**src/hdl/saf_pkg.sv**
```systemverilog
// Shared constants, register map and types of the serial framing block
package saf_pkg;

  // Timing
  localparam int unsigned CLK_HZ        = 100_000_000;
  localparam int unsigned US_PER_S      = 1_000_000;
  localparam int unsigned MS_PER_S      = 1_000;
  localparam int unsigned HOLD_UNIT_US  = 1;
  localparam int unsigned LIMIT_UNIT_MS = 1;
  localparam int unsigned CYC_PER_US    = CLK_HZ / US_PER_S * HOLD_UNIT_US;
  localparam int unsigned CYC_PER_MS    = CLK_HZ / MS_PER_S * LIMIT_UNIT_MS;

  // Register indices; byte address is four times the index
  localparam logic [7:0] IDX_PRIM_LO  = 8'h07;
  localparam logic [7:0] IDX_SILENCE  = 8'h09;
  localparam logic [7:0] IDX_FLAGS    = 8'h0B;
  localparam logic [7:0] IDX_HOLD     = 8'h5E;
  localparam logic [7:0] IDX_PRIM_HI  = 8'h69;
  localparam logic [7:0] IDX_SEC_LO   = 8'h6A;
  localparam logic [7:0] IDX_SEC_HI   = 8'h6B;
  localparam logic [7:0] IDX_IRQ_STAT = 8'h70;
  localparam logic [7:0] IDX_IRQ_CLR  = 8'h71;
  localparam logic [7:0] IDX_IRQ_EN   = 8'h72;
  localparam logic [7:0] IDX_STATE    = 8'h73;

  // Reset values and the ceiling that clamps silence limit writes
  localparam logic [7:0]  RST_PRIM_LO = 8'h0E;
  localparam logic [15:0] RST_SILENCE = 16'h03E8;
  localparam logic [7:0]  RST_FLAGS   = 8'h00;
  localparam logic [7:0]  RST_HOLD    = 8'h00;
  localparam logic [7:0]  RST_PRIM_HI = 8'h00;
  localparam logic [7:0]  RST_SEC_LO  = 8'h00;
  localparam logic [7:0]  RST_SEC_HI  = 8'h00;
  localparam logic [15:0] SILENCE_MAX = 16'hEA60;

  // Field positions
  localparam int unsigned PART_W        = 7;
  localparam int unsigned NODE_W        = 14;
  localparam int unsigned FLG_CMD_CHK   = 0;
  localparam int unsigned FLG_REPLY_CHK = 1;
  localparam int unsigned FLG_HIBIT_CLR = 2;
  localparam int unsigned FLG_WIDE      = 3;
  localparam int unsigned SEC_EN_BIT    = 7;
  localparam int unsigned IRQ_W         = 3;
  localparam int unsigned IRQ_ACCEPT    = 0;
  localparam int unsigned IRQ_CHK_ERR   = 1;
  localparam int unsigned IRQ_TIMEOUT   = 2;

  // Framing
  localparam logic [7:0] FRAME_START    = 8'hAA;
  localparam logic [7:0] CHK_POLY       = 8'h91;
  localparam logic [7:0] REPLY_CHK_MAX  = 8'd14;
  localparam logic [2:0] GROUP_LAST     = 3'd6;

  typedef struct packed {
    logic [7:0] data;
    logic       last;
  } saf_byte_s;

  // One byte step of the 7-bit check value
  function automatic logic [7:0] chk_step(input logic [7:0] crc,
                                          input logic [7:0] b);
    logic [7:0] c;
    c = crc ^ b;
    for (int i = 0; i < 8; i++) begin
      if (c[0]) begin
        c = c ^ CHK_POLY;
      end
      c = c >> 1;
    end
    return c;
  endfunction : chk_step

endpackage : saf_pkg

```
**src/hdl/saf_holdoff_timer.sv**
```systemverilog
// Retriggerable microsecond hold-off timer giving one done pulse after the latest start
`timescale 1ns/100ps
`default_nettype none
module saf_holdoff_timer (
  // Clock and reset
  input  wire logic       mclk_i,
  input  wire logic       rst_b_i,
  // Control
  input  wire logic       start_i,
  input  wire logic [7:0] delay_us_i,
  output logic            done_o
);
  logic [15:0] left_q;
  logic        busy_q;
  logic [15:0] need_q;
  logic [15:0] seen_q;

  always_ff @(posedge mclk_i or negedge rst_b_i) begin
    if (!rst_b_i) begin
      left_q <= 16'h0000;
      busy_q <= 1'b0;
      done_o <= 1'b0;
    end else if (start_i) begin
      left_q <= 16'(delay_us_i * saf_pkg::CYC_PER_US);
      busy_q <= 1'b1;
      done_o <= 1'b0;
    end else if (busy_q && left_q <= 16'h0001) begin
      busy_q <= 1'b0;
      done_o <= 1'b1;
    end else begin
      left_q <= busy_q ? left_q - 16'h0001 : left_q;
      done_o <= 1'b0;
    end
  end

  // Helper for the check below
  always_ff @(posedge mclk_i or negedge rst_b_i) begin
    if (!rst_b_i) begin
      need_q <= 16'h0000;
      seen_q <= 16'h0000;
    end else if (start_i) begin
      need_q <= 16'(delay_us_i * saf_pkg::CYC_PER_US);
      seen_q <= 16'h0000;
    end else if (seen_q != 16'hFFFF) begin
      seen_q <= seen_q + 16'h0001;
    end
  end
endmodule : saf_holdoff_timer
`default_nettype wire

```
**src/hdl/saf_serial_frame_cfg.sv**
```systemverilog
// Serial addressing, framing checks, reply shaping and settings registers
//
// Chosen here: register access over APB.
`timescale 1ns/100ps
`default_nettype none
module saf_serial_frame_cfg #(
  parameter int unsigned CYC_PER_MS = saf_pkg::CYC_PER_MS
) (
  // Clock and reset
  input  wire logic              mclk_i,
  input  wire logic              rst_b_i,
  // APB slave
  input  wire logic              psel_i,
  input  wire logic              penable_i,
  input  wire logic              pwrite_i,
  input  wire logic [11:0]       paddr_i,
  input  wire logic [31:0]       pwdata_i,
  output logic      [31:0]       prdata_o,
  output logic                   pready_o,
  output logic                   pslverr_o,
  // Received command bytes
  input  wire logic              rx_valid_i,
  input  wire saf_pkg::saf_byte_s rx_byte_i,
  // Checked command stream
  output logic                   cmd_valid_o,
  output var saf_pkg::saf_byte_s cmd_byte_o,
  output logic                   cmd_accept_o,
  output logic                   cmd_drop_o,
  // Reply bytes in
  input  wire logic              reply_valid_i,
  input  wire saf_pkg::saf_byte_s reply_byte_i,
  output logic                   reply_ready_o,
  // Serial transmit bytes out
  output logic                   tx_valid_o,
  output logic      [7:0]        tx_data_o,
  input  wire logic              tx_ready_i,
  // I2C byte pacing
  input  wire logic              i2c_byte_i,
  output logic                   i2c_go_o,
  output logic      [6:0]        i2c_addr_o,
  // Status
  output logic                   timeout_err_o,
  output logic                   irq_o
);
  typedef enum logic [4:0] {
    P_IDLE = 5'b00001, P_ADDR_LO = 5'b00010, P_ADDR_HI = 5'b00100,
    P_BODY = 5'b01000, P_SKIP = 5'b10000
  } saf_parse_e;
  typedef enum logic [4:0] {
    R_IDLE = 5'b00001, R_WAIT = 5'b00010, R_DATA = 5'b00100,
    R_MSB  = 5'b01000, R_CHK  = 5'b10000
  } saf_reply_e;

  logic [7:0]  prim_lo_q, prim_hi_q, sec_lo_q, sec_hi_q, flags_q, hold_q;
  logic [15:0] silence_q;
  logic [2:0]  irq_stat_q, irq_en_q, ev, clr_mask;
  logic [13:0] prim_id, sec_id, rx_id;
  logic        sec_en;
  logic [7:0]  idx;
  logic        setup, wr_go, hit;
  logic [31:0] rd_val;
  saf_parse_e  p_st_q;
  logic        wide_q, chk_req_q, match_q, prim_hit_q;
  logic [6:0]  addr_lo_q;
  logic [7:0]  body_cnt_q, cmd_crc_q;
  logic        accept_d, chk_drop_d;
  logic [16:0] ms_div_q;
  logic [15:0] elapsed_q;
  logic        limit_hit;
  saf_reply_e  r_st_q, r_st_d;
  logic        rchk_q, hibit_q, last_q, take_r, emit, slot_free, t_start;
  logic        t_done;
  logic [7:0]  emit_byte, r_crc_q, r_cnt_q;
  logic [2:0]  grp_q;
  logic [6:0]  msb_q;

  assign prim_id = {prim_hi_q[6:0], prim_lo_q[6:0]};
  assign sec_id  = {sec_hi_q[6:0], sec_lo_q[6:0]};
  assign sec_en  = sec_lo_q[saf_pkg::SEC_EN_BIT];

  // APB decode
  assign idx   = paddr_i[9:2];
  assign setup = psel_i & ~penable_i;
  assign wr_go = psel_i & penable_i & pready_o & pwrite_i & ~pslverr_o;

  always_comb begin
    hit    = (paddr_i[11:10] == 2'b00) && (paddr_i[1:0] == 2'b00);
    rd_val = 32'h0000_0000;
    unique case (idx)
      saf_pkg::IDX_PRIM_LO:  rd_val[7:0]  = prim_lo_q;
      saf_pkg::IDX_SILENCE:  rd_val[15:0] = silence_q;
      saf_pkg::IDX_FLAGS:    rd_val[7:0]  = flags_q;
      saf_pkg::IDX_HOLD:     rd_val[7:0]  = hold_q;
      saf_pkg::IDX_PRIM_HI:  rd_val[7:0]  = prim_hi_q;
      saf_pkg::IDX_SEC_LO:   rd_val[7:0]  = sec_lo_q;
      saf_pkg::IDX_SEC_HI:   rd_val[7:0]  = sec_hi_q;
      saf_pkg::IDX_IRQ_STAT: rd_val[2:0]  = irq_stat_q;
      saf_pkg::IDX_IRQ_CLR:  rd_val       = 32'h0000_0000;
      saf_pkg::IDX_IRQ_EN:   rd_val[2:0]  = irq_en_q;
      saf_pkg::IDX_STATE:    rd_val[16:0] = {timeout_err_o, elapsed_q};
      default:               hit          = 1'b0;
    endcase
  end

  // Bus answer one cycle after setup
  always_ff @(posedge mclk_i or negedge rst_b_i) begin
    if (!rst_b_i) begin
      pready_o  <= 1'b0;
      pslverr_o <= 1'b0;
      prdata_o  <= 32'h0000_0000;
    end else begin
      pready_o  <= setup;
      pslverr_o <= setup & ~hit;
      if (setup && !pwrite_i) begin
        prdata_o <= hit ? rd_val : 32'h0000_0000;
      end
    end
  end

  // Settings registers
  always_ff @(posedge mclk_i or negedge rst_b_i) begin
    if (!rst_b_i) begin
      prim_lo_q <= saf_pkg::RST_PRIM_LO;
      silence_q <= saf_pkg::RST_SILENCE;
      flags_q   <= saf_pkg::RST_FLAGS;
      hold_q    <= saf_pkg::RST_HOLD;
      prim_hi_q <= saf_pkg::RST_PRIM_HI;
      sec_lo_q  <= saf_pkg::RST_SEC_LO;
      sec_hi_q  <= saf_pkg::RST_SEC_HI;
      irq_en_q  <= 3'h0;
    end else if (wr_go) begin
      unique case (idx)
        saf_pkg::IDX_PRIM_LO: prim_lo_q <= pwdata_i[7:0];
        saf_pkg::IDX_SILENCE: silence_q <=
          (pwdata_i[15:0] > saf_pkg::SILENCE_MAX) ?
          saf_pkg::SILENCE_MAX : pwdata_i[15:0];
        saf_pkg::IDX_FLAGS:   flags_q   <= pwdata_i[7:0];
        saf_pkg::IDX_HOLD:    hold_q    <= pwdata_i[7:0];
        saf_pkg::IDX_PRIM_HI: prim_hi_q <= pwdata_i[7:0];
        saf_pkg::IDX_SEC_LO:  sec_lo_q  <= pwdata_i[7:0];
        saf_pkg::IDX_SEC_HI:  sec_hi_q  <= pwdata_i[7:0];
        saf_pkg::IDX_IRQ_EN:  irq_en_q  <= pwdata_i[2:0];
        default: ;
      endcase
    end
  end

  // Interrupt status; a new event beats a clear
  assign clr_mask = (wr_go && idx == saf_pkg::IDX_IRQ_CLR) ?
                    pwdata_i[2:0] : 3'h0;
  assign ev[saf_pkg::IRQ_ACCEPT]  = accept_d;
  assign ev[saf_pkg::IRQ_CHK_ERR] = chk_drop_d;
  assign ev[saf_pkg::IRQ_TIMEOUT] = limit_hit & ~timeout_err_o & ~accept_d;

  always_ff @(posedge mclk_i or negedge rst_b_i) begin
    if (!rst_b_i) begin
      irq_stat_q <= 3'h0;
      irq_o      <= 1'b0;
    end else begin
      irq_stat_q <= (irq_stat_q & ~clr_mask) | ev;
      irq_o      <= |(irq_stat_q & irq_en_q);
    end
  end

  // Command parser
  assign rx_id = (p_st_q == P_ADDR_HI) ?
                 {rx_byte_i.data[6:0], addr_lo_q} :
                 {7'h00, rx_byte_i.data[6:0]};

  always_comb begin
    accept_d   = 1'b0;
    chk_drop_d = 1'b0;
    if (rx_valid_i && rx_byte_i.last && p_st_q == P_BODY && match_q) begin
      if (!chk_req_q) begin
        accept_d = 1'b1;
      end else if (body_cnt_q != 8'h00 && !rx_byte_i.data[7] &&
                   rx_byte_i.data == cmd_crc_q) begin
        accept_d = 1'b1;
      end else begin
        chk_drop_d = 1'b1;
      end
    end
  end

  always_ff @(posedge mclk_i or negedge rst_b_i) begin
    if (!rst_b_i) begin
      p_st_q     <= P_IDLE;
      wide_q     <= 1'b0;
      chk_req_q  <= 1'b0;
      match_q    <= 1'b0;
      prim_hit_q <= 1'b0;
      addr_lo_q  <= 7'h00;
      body_cnt_q <= 8'h00;
      cmd_crc_q  <= 8'h00;
    end else if (rx_valid_i) begin
      cmd_crc_q <= saf_pkg::chk_step(cmd_crc_q, rx_byte_i.data);
      unique case (p_st_q)
        P_IDLE: begin
          cmd_crc_q  <= saf_pkg::chk_step(8'h00, rx_byte_i.data);
          wide_q     <= flags_q[saf_pkg::FLG_WIDE];
          chk_req_q  <= flags_q[saf_pkg::FLG_CMD_CHK];
          body_cnt_q <= 8'h00;
          if (!rx_byte_i.last) begin
            p_st_q <= (rx_byte_i.data == saf_pkg::FRAME_START) ?
                      P_ADDR_LO : P_SKIP;
          end
        end
        P_ADDR_LO, P_ADDR_HI: begin
          addr_lo_q  <= rx_byte_i.data[6:0];
          prim_hit_q <= rx_id == prim_id;
          match_q    <= (rx_id == prim_id) ||
                        (sec_en && rx_id == sec_id);
          if (rx_byte_i.last) begin
            p_st_q <= P_IDLE;
          end else if (p_st_q == P_ADDR_LO && wide_q) begin
            p_st_q <= P_ADDR_HI;
          end else begin
            p_st_q <= P_BODY;
          end
        end
        P_BODY: begin
          if (body_cnt_q != 8'hFF) begin
            body_cnt_q <= body_cnt_q + 8'h01;
          end
          p_st_q <= rx_byte_i.last ? P_IDLE : P_BODY;
        end
        P_SKIP: p_st_q <= rx_byte_i.last ? P_IDLE : P_SKIP;
      endcase
    end
  end

  // Forward body bytes of matching frames; mismatches stay silent
  always_ff @(posedge mclk_i or negedge rst_b_i) begin
    if (!rst_b_i) begin
      cmd_valid_o  <= 1'b0;
      cmd_byte_o   <= '0;
      cmd_accept_o <= 1'b0;
      cmd_drop_o   <= 1'b0;
    end else begin
      cmd_valid_o  <= rx_valid_i && p_st_q == P_BODY && match_q &&
                      !(rx_byte_i.last && chk_req_q);
      cmd_byte_o   <= rx_byte_i;
      cmd_accept_o <= accept_d;
      cmd_drop_o   <= chk_drop_d;
    end
  end

  // Silence watchdog in milliseconds
  assign limit_hit = (silence_q != 16'h0000) && (elapsed_q >= silence_q);

  always_ff @(posedge mclk_i or negedge rst_b_i) begin
    if (!rst_b_i) begin
      ms_div_q      <= 17'h00000;
      elapsed_q     <= 16'h0000;
      timeout_err_o <= 1'b0;
    end else if (accept_d) begin
      ms_div_q      <= 17'h00000;
      elapsed_q     <= 16'h0000;
      timeout_err_o <= 1'b0;
    end else begin
      if (ms_div_q == 17'(CYC_PER_MS - 1)) begin
        ms_div_q  <= 17'h00000;
        elapsed_q <= (elapsed_q == 16'hFFFF) ? elapsed_q :
                     elapsed_q + 16'h0001;
      end else begin
        ms_div_q <= ms_div_q + 17'h00001;
      end
      if (limit_hit) begin
        timeout_err_o <= 1'b1;
      end
    end
  end

  // Reply shaping
  assign slot_free = ~tx_valid_o | tx_ready_i;
  assign take_r    = reply_valid_i & reply_ready_o;

  always_comb begin
    r_st_d    = r_st_q;
    emit      = 1'b0;
    emit_byte = 8'h00;
    t_start   = 1'b0;
    unique case (r_st_q)
      R_IDLE: begin
        // Older reply bytes leave before new flags are latched
        if (reply_valid_i && slot_free) begin
          r_st_d  = R_WAIT;
          t_start = 1'b1;
        end
      end
      R_WAIT: r_st_d = t_done ? R_DATA : R_WAIT;
      R_DATA: begin
        if (take_r) begin
          emit      = 1'b1;
          emit_byte = hibit_q ? {1'b0, reply_byte_i.data[6:0]} :
                      reply_byte_i.data;
          if (hibit_q && (grp_q == saf_pkg::GROUP_LAST ||
                          reply_byte_i.last)) begin
            r_st_d = R_MSB;
          end else if (reply_byte_i.last) begin
            r_st_d = (rchk_q && r_cnt_q < saf_pkg::REPLY_CHK_MAX) ?
                     R_CHK : R_IDLE;
          end
        end
      end
      R_MSB: begin
        if (slot_free) begin
          emit      = 1'b1;
          emit_byte = {1'b0, msb_q};
          if (last_q) begin
            r_st_d = (rchk_q && r_cnt_q < saf_pkg::REPLY_CHK_MAX) ?
                     R_CHK : R_IDLE;
          end else begin
            r_st_d = R_DATA;
          end
        end
      end
      R_CHK: begin
        if (slot_free) begin
          emit      = 1'b1;
          emit_byte = r_crc_q;
          r_st_d    = R_IDLE;
        end
      end
    endcase
  end

  always_ff @(posedge mclk_i or negedge rst_b_i) begin
    if (!rst_b_i) begin
      r_st_q        <= R_IDLE;
      rchk_q        <= 1'b0;
      hibit_q       <= 1'b0;
      last_q        <= 1'b0;
      r_crc_q       <= 8'h00;
      r_cnt_q       <= 8'h00;
      grp_q         <= 3'h0;
      msb_q         <= 7'h00;
      tx_valid_o    <= 1'b0;
      tx_data_o     <= 8'h00;
      reply_ready_o <= 1'b0;
    end else begin
      r_st_q        <= r_st_d;
      reply_ready_o <= (r_st_d == R_DATA) && !take_r && slot_free;
      if (emit) begin
        tx_valid_o <= 1'b1;
        tx_data_o  <= emit_byte;
        r_crc_q    <= saf_pkg::chk_step(r_crc_q, emit_byte);
        r_cnt_q    <= (r_cnt_q == 8'hFF) ? r_cnt_q : r_cnt_q + 8'h01;
      end else if (tx_ready_i) begin
        tx_valid_o <= 1'b0;
      end
      if (t_start) begin
        rchk_q  <= flags_q[saf_pkg::FLG_REPLY_CHK];
        hibit_q <= flags_q[saf_pkg::FLG_HIBIT_CLR];
        r_crc_q <= 8'h00;
        r_cnt_q <= 8'h00;
        grp_q   <= 3'h0;
        msb_q   <= 7'h00;
        last_q  <= 1'b0;
      end else if (take_r) begin
        last_q           <= reply_byte_i.last;
        msb_q[grp_q]     <= reply_byte_i.data[7];
        grp_q            <= grp_q + 3'h1;
      end else if (r_st_q == R_MSB && emit) begin
        grp_q <= 3'h0;
        msb_q <= 7'h00;
      end
    end
  end

  always_ff @(posedge mclk_i or negedge rst_b_i) begin
    if (!rst_b_i) begin
      i2c_addr_o <= 7'h00;
    end else begin
      i2c_addr_o <= prim_id[6:0];
    end
  end

  saf_holdoff_timer u_reply_wait (
    .mclk_i     (mclk_i),
    .rst_b_i    (rst_b_i),
    .start_i    (t_start),
    .delay_us_i (hold_q),
    .done_o     (t_done)
  );

  saf_holdoff_timer u_i2c_wait (
    .mclk_i     (mclk_i),
    .rst_b_i    (rst_b_i),
    .start_i    (i2c_byte_i),
    .delay_us_i (hold_q),
    .done_o     (i2c_go_o)
  );
endmodule : saf_serial_frame_cfg
`default_nettype wire

```
**config.mk**
```make
export PLATFORM = sky130hd
export DESIGN_NAME = saf_serial_frame_cfg
export DESIGN_NICKNAME = d
export VERILOG_FILES = /design/src/hdl/saf_pkg.sv /design/src/hdl/saf_holdoff_timer.sv /design/src/hdl/saf_serial_frame_cfg.sv
export SDC_FILE = /design/constraint.sdc
export NUM_CORES = 1
export LEC_CHECK = 0
export BUFFER_PORTS_ARGS = -buffer_cell sky130_fd_sc_hd__buf_2
export CAP_MARGIN = 25
export CORE_MARGIN = 2
export CORE_UTILIZATION = 55
export DETAILED_ROUTE_END_ITERATION = 8
export PLACE_DENSITY = 0.86
export SYNTH_ARGS = -nofsm -noshare
export SYNTH_HDL_FRONTEND = slang
export SYNTH_SLANG_ARGS = --single-unit
```
**constraint.sdc**
```tcl
create_clock -name mclk_i -period 3.65 [get_ports mclk_i]
set_clock_uncertainty 0.15 [all_clocks]
set_input_delay 0.365 -clock mclk_i [delete_from_list [all_inputs] [get_ports mclk_i]]
set_output_delay 0.365 -clock mclk_i [all_outputs]
set_load 0.01 [all_outputs]
```
---- Word-level counts from Yosys, hierarchy flattened ----
Cells that the tools add are included.
cells by class
  $add $sub $neg .......................... 7
  $mul .................................... 1
  magnitude comparators ................... 7
  equality and inequality tests ........... 37
  multiplexer cells ....................... 136
  bitwise logic cells ..................... 46
  reduce and logical (&&, ||, !) cells .... 65
operators with widths
  cell                     count
  $mux W8                  61
  $mux W16                 10
  $eq A8 B7 Y1 const B     8
  $not A2 Y3               21
  $mux W5                  11
  $mux W17                 3
  $pmux W5 S8              1
  $mux W7                  5
  $le A16 B1 Y1 const B    2
  $pmux W8 S2              2
  $sub A16 B1 Y16 const B  2
  $pmux W3 S10             1
  $reduce_and A2 Y1        15
  $eq A14 B14 Y1           2
  $mux W1                  27
  $pmux W5 S5              1
  $logic_and A1 B1 Y1      24
  $pmux W8 S3              1
  $pmux W5 S4              1
  $reduce_bool A2 Y1       10
  $add A17 B1 Y17 const B  1
  $eq A17 B17 Y1 const B   1
  $add A16 B1 Y16 const B  1
  $add A8 B1 Y8 const B    2
  43 further kinds         86
word-level totals
  bits in registers ....................... 269
  bits of input ports ..................... 71
  logic and storage cells ................. 345

---- Longest topological paths before layout ----
Gate-level depths: netlist of run 1.
  word-level depth ........................ 31
  gate-level depth with buffers ........... 12
  depth with buffers taken out ............ 12

---- Modules after synthesis ----
A second synthesis of run 1 with hierarchy kept.
second synthesis, totals
  cell total of the unflattened synthesis .. 1570
  area total of the unflattened synthesis .. 15454.8 sq um
modules (own cells, without submodules)
  module                            instances  cells each  area each (sq um)
  saf_serial_frame_cfg              1          1222        11995.3
  saf_holdoff_timer (u_i2c_wait)    1          170         1737.9
  saf_holdoff_timer (u_reply_wait)  1          178         1721.7

---- Worst setup path after synthesis of run 1 ----
Ideal clock, no wire load.
  path kind ............................... reg-to-reg
  start ................................... reg hold_q[2]
  end ..................................... reg u_i2c_wait.left_q[13]
  setup time .............................. 0.138 ns
  arrival time ............................ 2.846 ns
  setup slack ............................. 0.516 ns
  stages on the path, launching flop included .. 11
  clock period less this slack ............ 3.134 ns
  path through ............................ dfrtp_1 ha_1 ha_1 fa_1 ha_1 a21oi_1 o21ai_0 a2111oi_0 or3_1 xor2_1 mux2i_1
between the ends
  word-level cells in the longest chain between the ends .. 2
ends and longest elaborated chain
  element                 RTL line                     RTL
  from (decl)             saf_serial_frame_cfg.sv:54   logic [7:0] prim_lo_q, prim_hi_q, sec_lo_q, sec_hi_q, flags_q, hold_q;
  from (signal assigned)  saf_serial_frame_cfg.sv:126  hold_q <= saf_pkg::RST_HOLD;
  from (signal assigned)  saf_serial_frame_cfg.sv:138  saf_pkg::IDX_HOLD: hold_q <= pwdata_i[7:0];
  $mul A8 B5 Y13          saf_holdoff_timer.sv:24      left_q <= 16'(delay_us_i * saf_pkg::CYC_PER_US);
  $mux W16                saf_holdoff_timer.sv:23      end else if (start_i) begin
  to (signal assigned)    saf_holdoff_timer.sv:24
  to (signal assigned)    saf_holdoff_timer.sv:31      left_q <= busy_q ? left_q - 16'h0001 : left_q;
  to (decl)               saf_holdoff_timer.sv:13      logic [15:0] left_q;
No other way between the ends.
A chain may end at the register's enable or synchronous reset.

---- Worst setup path in the final report of run 1 ----
Ends and elaborated chain as after synthesis.

==> results of run 1 <==
-- power breakdown --
| group | total [W] | internal (W) | switching, W |
|---|---|---|---|
| Combinational | 0.00142 | 0.000633 | 0.000783 |
| Sequential | 0.00332 | 0.00304 | 0.000288 |
| Clock | 0.00273 | 0.00158 | 0.00115 |
-- routing by layer --
layer	track usage (%)	up-vias	share of wire [%]
li1	-	5447	-
met1	33.2	5794	40
met2	45.3	472	49
met3	4.17	124	6.8
met4	10.6	2	3.7
met5	0	-	0.036
-- sequential cells by signal, summed over array words and instances, names as in the netlist, 8 cells and up --
name                 cells
u_i2c_wait.left_q       16
ms_div_q                17
silence_q               16
r_cnt_q                  8
cmd_byte_o               9
u_reply_wait.left_q     16
sec_lo_q                 8
body_cnt_q               8
prdata_o                17
hold_q                   8
prim_lo_q                8
prim_hi_q                8
flags_q                  8
tx_data_o                8
sec_hi_q                 8
elapsed_q               16
-- stage by stage --
stage               utilization (%)  worst slack, ns  instance area (sq um)
CTS                            63.0            0.226                  16200
global placement               58.6            0.339                  15100
finish                         63.0            0.202                  16200
floorplan                         -            0.516                  14400
global route                   63.0           0.0265                  16200
detailed placement             58.6            0.259                  15100
-- worst register-to-register path, stage by stage (launching register included) --
cell and delay (ns):
dfrtp_1 0.44, ha_1 0.33, ha_1 0.32, fa_1 0.46
ha_1 0.35, a21oi_1 0.25, o21ai_0 0.17, a2111oi_1 0.39
or3_1 0.18, xor2_1 0.18, mux2i_1 0.09
-- final cells by class --
cell class                      count  area, sq um  share of cell area [%]
Clock buffer                       37          793                    4.89
Clock inverter                     12         92.6                   0.571
Multi-Input combinational cell   1081         7400                    45.6
Timing Repair Buffer              149          953                    5.88
Inverter                           66          248                    1.53
Sequential cell                   252         6320                    38.9
Tap cell                          335          419                    2.58
Antenna cell                        1         2.50                  0.0154
-- repair_timing --
action	CTS	global route
gates resized for setup	0	1
setup endpoints to repair	0	1
hold buffers	25	0
endpoints found under the hold margin	118	0
-- synthesized netlist by cell type (32+ instances only) --
library cell / count
xor2_1: 68
clkbuf_1: 40
ha_1: 56
a21oi_1: 38
nor2_1: 125
xnor2_1: 61
mux2_2: 54
nand3_1: 55
dfrtp_1: 241
o21ai_0: 75
nand4_1: 32
inv_1: 66
nor3_1: 32
nand2_1: 138
-- logic make-up after synthesis --
group	count (synthesis)
mux	84
compound gates	278
xor+xnor	129
other cells	1
fa+ha+maj	59
buf+inv	147
flops	252
simple gates	516
-- worst paths after layout --
kind,from,cells past startpoint,slack (ns),end
setup / recovery,hold_q[2],10,0.20,u_i2c_wait.left_q[13]
hold / removal,tx_ready_i,3,0.02,tx_valid_o
setup reg to reg,hold_q[2],10,0.20,u_i2c_wait.left_q[13]
hold reg to reg,prim_lo_q[2],0,0.32,i2c_addr_o[2]
max in group asynchronous,rst_b_i,3,2.11,r_st_q[0]
min in group asynchronous,rst_b_i,2,0.29,u_i2c_wait.done_o
==> results.cfg, run 1 <==
[run_status]
outcome = finished, final reports clean

[yosys]
synthAdderAreaFrac_pct = 5.32
synth_area_leader_cell = dfrtp_1
synth_ff_type = dfrtp_1
synth-compound-area-share_pct = 13.4
yosysWarnings = 0
avgSynthCellArea_sq_um = 9.76
syn_inst = 1466
synthMuxAreaShare_pct = 6.44
ys_seq_area_share_pct = 44.2
yosys-top-cells-area = dfrtp_1, ha_1, mux2_2
synth_xor_area_share_pct = 7.90
synth_top_family_by_area = simple AND/OR/NAND/NOR gates
synthSimpleGateAreaFrac_pct = 18.2
ys_ff_latch = 252
syn_area_sq_um = 14300
synth_cell_types = 88
async_flop_share_pct = 100
synth_edf_count = 0
synth.top_cell.area_share_pct = 42.2

[worst_setup_path]
critPathBufInv = 0
critPathMaxStageDelay_ns = 0.46
setup.worst_path.end_class = flop
crit_fanout = 6
arrival_ns = 3.70
cp_common_cell = ha_1
worst-setup-path-type = reg -> reg
crit_chain = ha_1 -> ha_1 -> fa_1 -> ha_1 -> a21oi_1 -> o21ai_0 -> a2111oi_1 -> or3_1 -> xor2_1 -> mux2i_1
worstSetupStartpointType = flop
worst_path_max_delay_cell = fa_1
cp.required_ns = 3.90
crit_family = adder cells

[timing]
finalSetupViolCount = 0
rsz0062_at_grt = no
fin_tns_setup_ns = 0
fmax_ghz = 0.290
relSlewSlack_pct = 38.4
finalHoldViolations = 0
whs_ns = 0.0185
tightest_slew_ns = 0.921
period_minus_slack_ns = 3.45
fin_crit_sh_pct = 94.5
slew_violations = 0

[cells_and_area]
layout-drive-gt1-share_pct = 16.6
stdcell_count = 1933
fillers = 2024
final_common_cell = dfrtp_1
layout_common_cells = dfrtp_1, nand2_1, nor2_1, buf_2, o21ai_0
nets = 1707
synthToLayoutAreaGrowth_pct = 13.4

[clocking]
cts.reportedPaths.clkPinSlew_ns = 0.07
cts_setup_buffers = 0
cts_inserted_buffers = 27
cts_max_path_buffers = 3
cts_root_buffer = clkbuf_16
ctsHtreeMaxLevel = 1
cts_tree = built
clk_latency_ns = 0.54
clock_sinks = 252

[die]
die-area_sq_um = 27300
fp-row-count = 59
io-pin-count = 137
die_x_microns = 165
die_height_microns = 165
initial_core_util_pct = 55.5
core-area_sq_um = 25800

[route]
totalWireLength_microns = 35900
first_pass_iters = 7
routedWlPerCell_microns = 18.6
drcViolationCount = 0
drtIter0Drc = 1128
viasPerCell = 6.12
ant_nets = 0
vias = 11800

[grt]
grtUsageTotal_pct = 26.3
grt_max_degree = 101
antenna_found_initial = 3
overflow = 0
grt_pass1_wl_microns = 58000
grt_pass1_vias = 11700

[flow_run]
max-cap-violations = 0

[placed_design]
dp_cells = 1858
gp_congestion = 0.928
dp_hpwl_microns = 24900
io_buffers = 105

[worst_hold_path]
hold_class = in -> reg

[power_and_ir_drop]
ir_drop_mv = 0.374
power_w = 0.00747
leakage_nw = 7.49
power_density_nw_per_um2 = 460
Note: power is estimated with default switching activity, not from simulation.
==> run 2, diff against run 1 <==
Clock period 3.65 ns to 4.35 ns, I/O delays scaled along.
==> results.cfg, run 2 (synthesis gave the netlist of run 1 again) <==
[cells_and_area]
reg.largest.list = ms_div_q x17, prdata_o x17
stdcell_count = 1913
multi_input_comb_area_sq_um = 7400
layout-drive-gt1-share_pct = 16.3
seq_area_sq_um = 6320
final_common_cell = dfrtp_1
synthToLayoutAreaGrowth_pct = 12.5
nets = 1687
layout_common_cells = dfrtp_1, nand2_1, nor2_1, buf_2, o21ai_0
fillers = 2014

[worst_setup_path]
arrival_ns = 3.72
r2r_setup_slack_ns = 0.88
r2r_start = hold_q[1]
setup.worst_path.end_class = flop
reg2reg_depth = 11
worst-setup-path-type = reg -> reg
r2r_end = u_i2c_wait.left_q[13]
crit_fanout = 6
worstSetupStartpointType = flop
cp.required_ns = 4.60

[run_status]
outcome = finished, final reports clean

[power_and_ir_drop]
power_density_nw_per_um2 = 400
leakage_nw = 7.42
power_w = 0.00644
ir_drop_mv = 0.428

[worst_hold_path]
whs_path_depth = 2
hold_path.startpoint = pwdata_i[10]
hold_end = silence_q[10]
hold_class = in -> reg

[clocking]
cts_tree = built
ctsHtreeMaxLevel = 1
cts_setup_buffers = 0
cts.reportedPaths.clkPinSlew_ns = 0.06
clock_sinks = 252
clk_latency_ns = 0.54
cts_root_buffer = clkbuf_16
cts_inserted_buffers = 27
cts_max_path_buffers = 3

[die]
initial_core_util_pct = 55.5
fp-row-count = 59
die_height_microns = 165
die_x_microns = 165
die-area_sq_um = 27300
core-area_sq_um = 25800
io-pin-count = 137

[timing]
fin_crit_sh_pct = 79.8
fin_tns_setup_ns = 0
finalHoldViolations = 0
tightest_slew_ns = 0.959
whs_ns = 0.0214
rsz0062_at_grt = no
slew_violations = 0
fmax_ghz = 0.288
relSlewSlack_pct = 35.7
period_minus_slack_ns = 3.47
finalSetupViolCount = 0

[route]
drcViolationCount = 0
ant_nets = 0
vias = 11700
totalWireLength_microns = 34600
viasPerCell = 6.11
first_pass_iters = 7
drtIter0Drc = 1053
routedWlPerCell_microns = 18.1

[grt]
grt_max_degree = 92
grt_pass1_vias = 11400
overflow = 0
grtUsageTotal_pct = 25.6
antenna_found_initial = 3
grt_pass1_wl_microns = 56300

[placed_design]
dp_hpwl_microns = 24400
gp_congestion = 0.944
dp_cells = 1851
io_buffers = 105

[flow_run]
max-cap-violations = 0
-- run 2: cell count changes in the layout (fill, tap and decap cells not counted), sizes merged --
cell and delta:
clkbuf -2, inv +1, clkinv -3, buf -6, bufinv +4, dlygate4sd3 -14
-- run 2: worst max-delay path: stages, from the launching register on --
cell and delay (ns):
dfrtp_1 0.48, ha_1 0.35, ha_1 0.30, ha_1 0.30
ha_1 0.32, a21o_1 0.19, a21oi_1 0.21, o21ai_0 0.14
a2111oi_0 0.40, or3_1 0.18, xor2_1 0.21, mux2i_1 0.10
-- run 2: per-stage QoR --
| stage | setup WS [ns] | util, % | area (sq um) |
|---|---|---|---|
| final | 0.879 | 62.5 | 16100 |
| after global routing | 0.668 | 62.5 | 16100 |
| after CTS | 0.921 | 62.4 | 16100 |
| after detailed placement | 0.960 | 58.3 | 15000 |
| after global placement | 1.01 | 58.3 | 15000 |
| after floorplan | 1.22 | - | 14400 |
-- run 2: metal layers --
metal / vias to the layer above / GRT usage, % / wire length, microns
li1: 5399 / - / -
met1: 5722 / 32.7 / 14000
met2: 458 / 43.4 / 17000
met3: 101 / 4.65 / 2360
met4: 2 / 9.88 / 1280
met5: - / 0 / 7
-- run 2: cell type report --
class                   instances  area share, %
multi-input cells            1081           46.0
flip-flops and latches        252           39.3
repair buffers                129           4.69
clock buffers                  35           4.63
well taps                     335           2.60
inverters                      66           1.54
clock inverters                14           1.31
diodes                          1         0.0155
-- run 2: repair_timing --
action                                  4_1_cts  5_1_grt
endpoints found under the setup margin        0        0
hold buffers                                 11        0
endpoints found under the hold margin        78        0
gates resized for setup                       0        0
-- run 2: where the power goes --
group | internal (W) | switching (W)
logic | 0.000520 | 0.000651
clock network | 0.00151 | 0.000968
registers | 0.00255 | 0.000244
total | 0.00457 | 0.00186
-- run 2: worst max path at each step --
stage / slack (ns) / startpoint / end
after floorplan: 1.22 / hold_q[2] / u_i2c_wait.left_q[13]
after global placement: 1.01 / hold_q[2] / u_i2c_wait.left_q[13]
after detailed placement: 0.96 / hold_q[2] / u_i2c_wait.left_q[13]
after CTS: 0.92 / hold_q[1] / u_i2c_wait.left_q[13]
after global routing: 0.67 / hold_q[1] / u_i2c_wait.left_q[13]
final: 0.88 / hold_q[1] / u_i2c_wait.left_q[13]
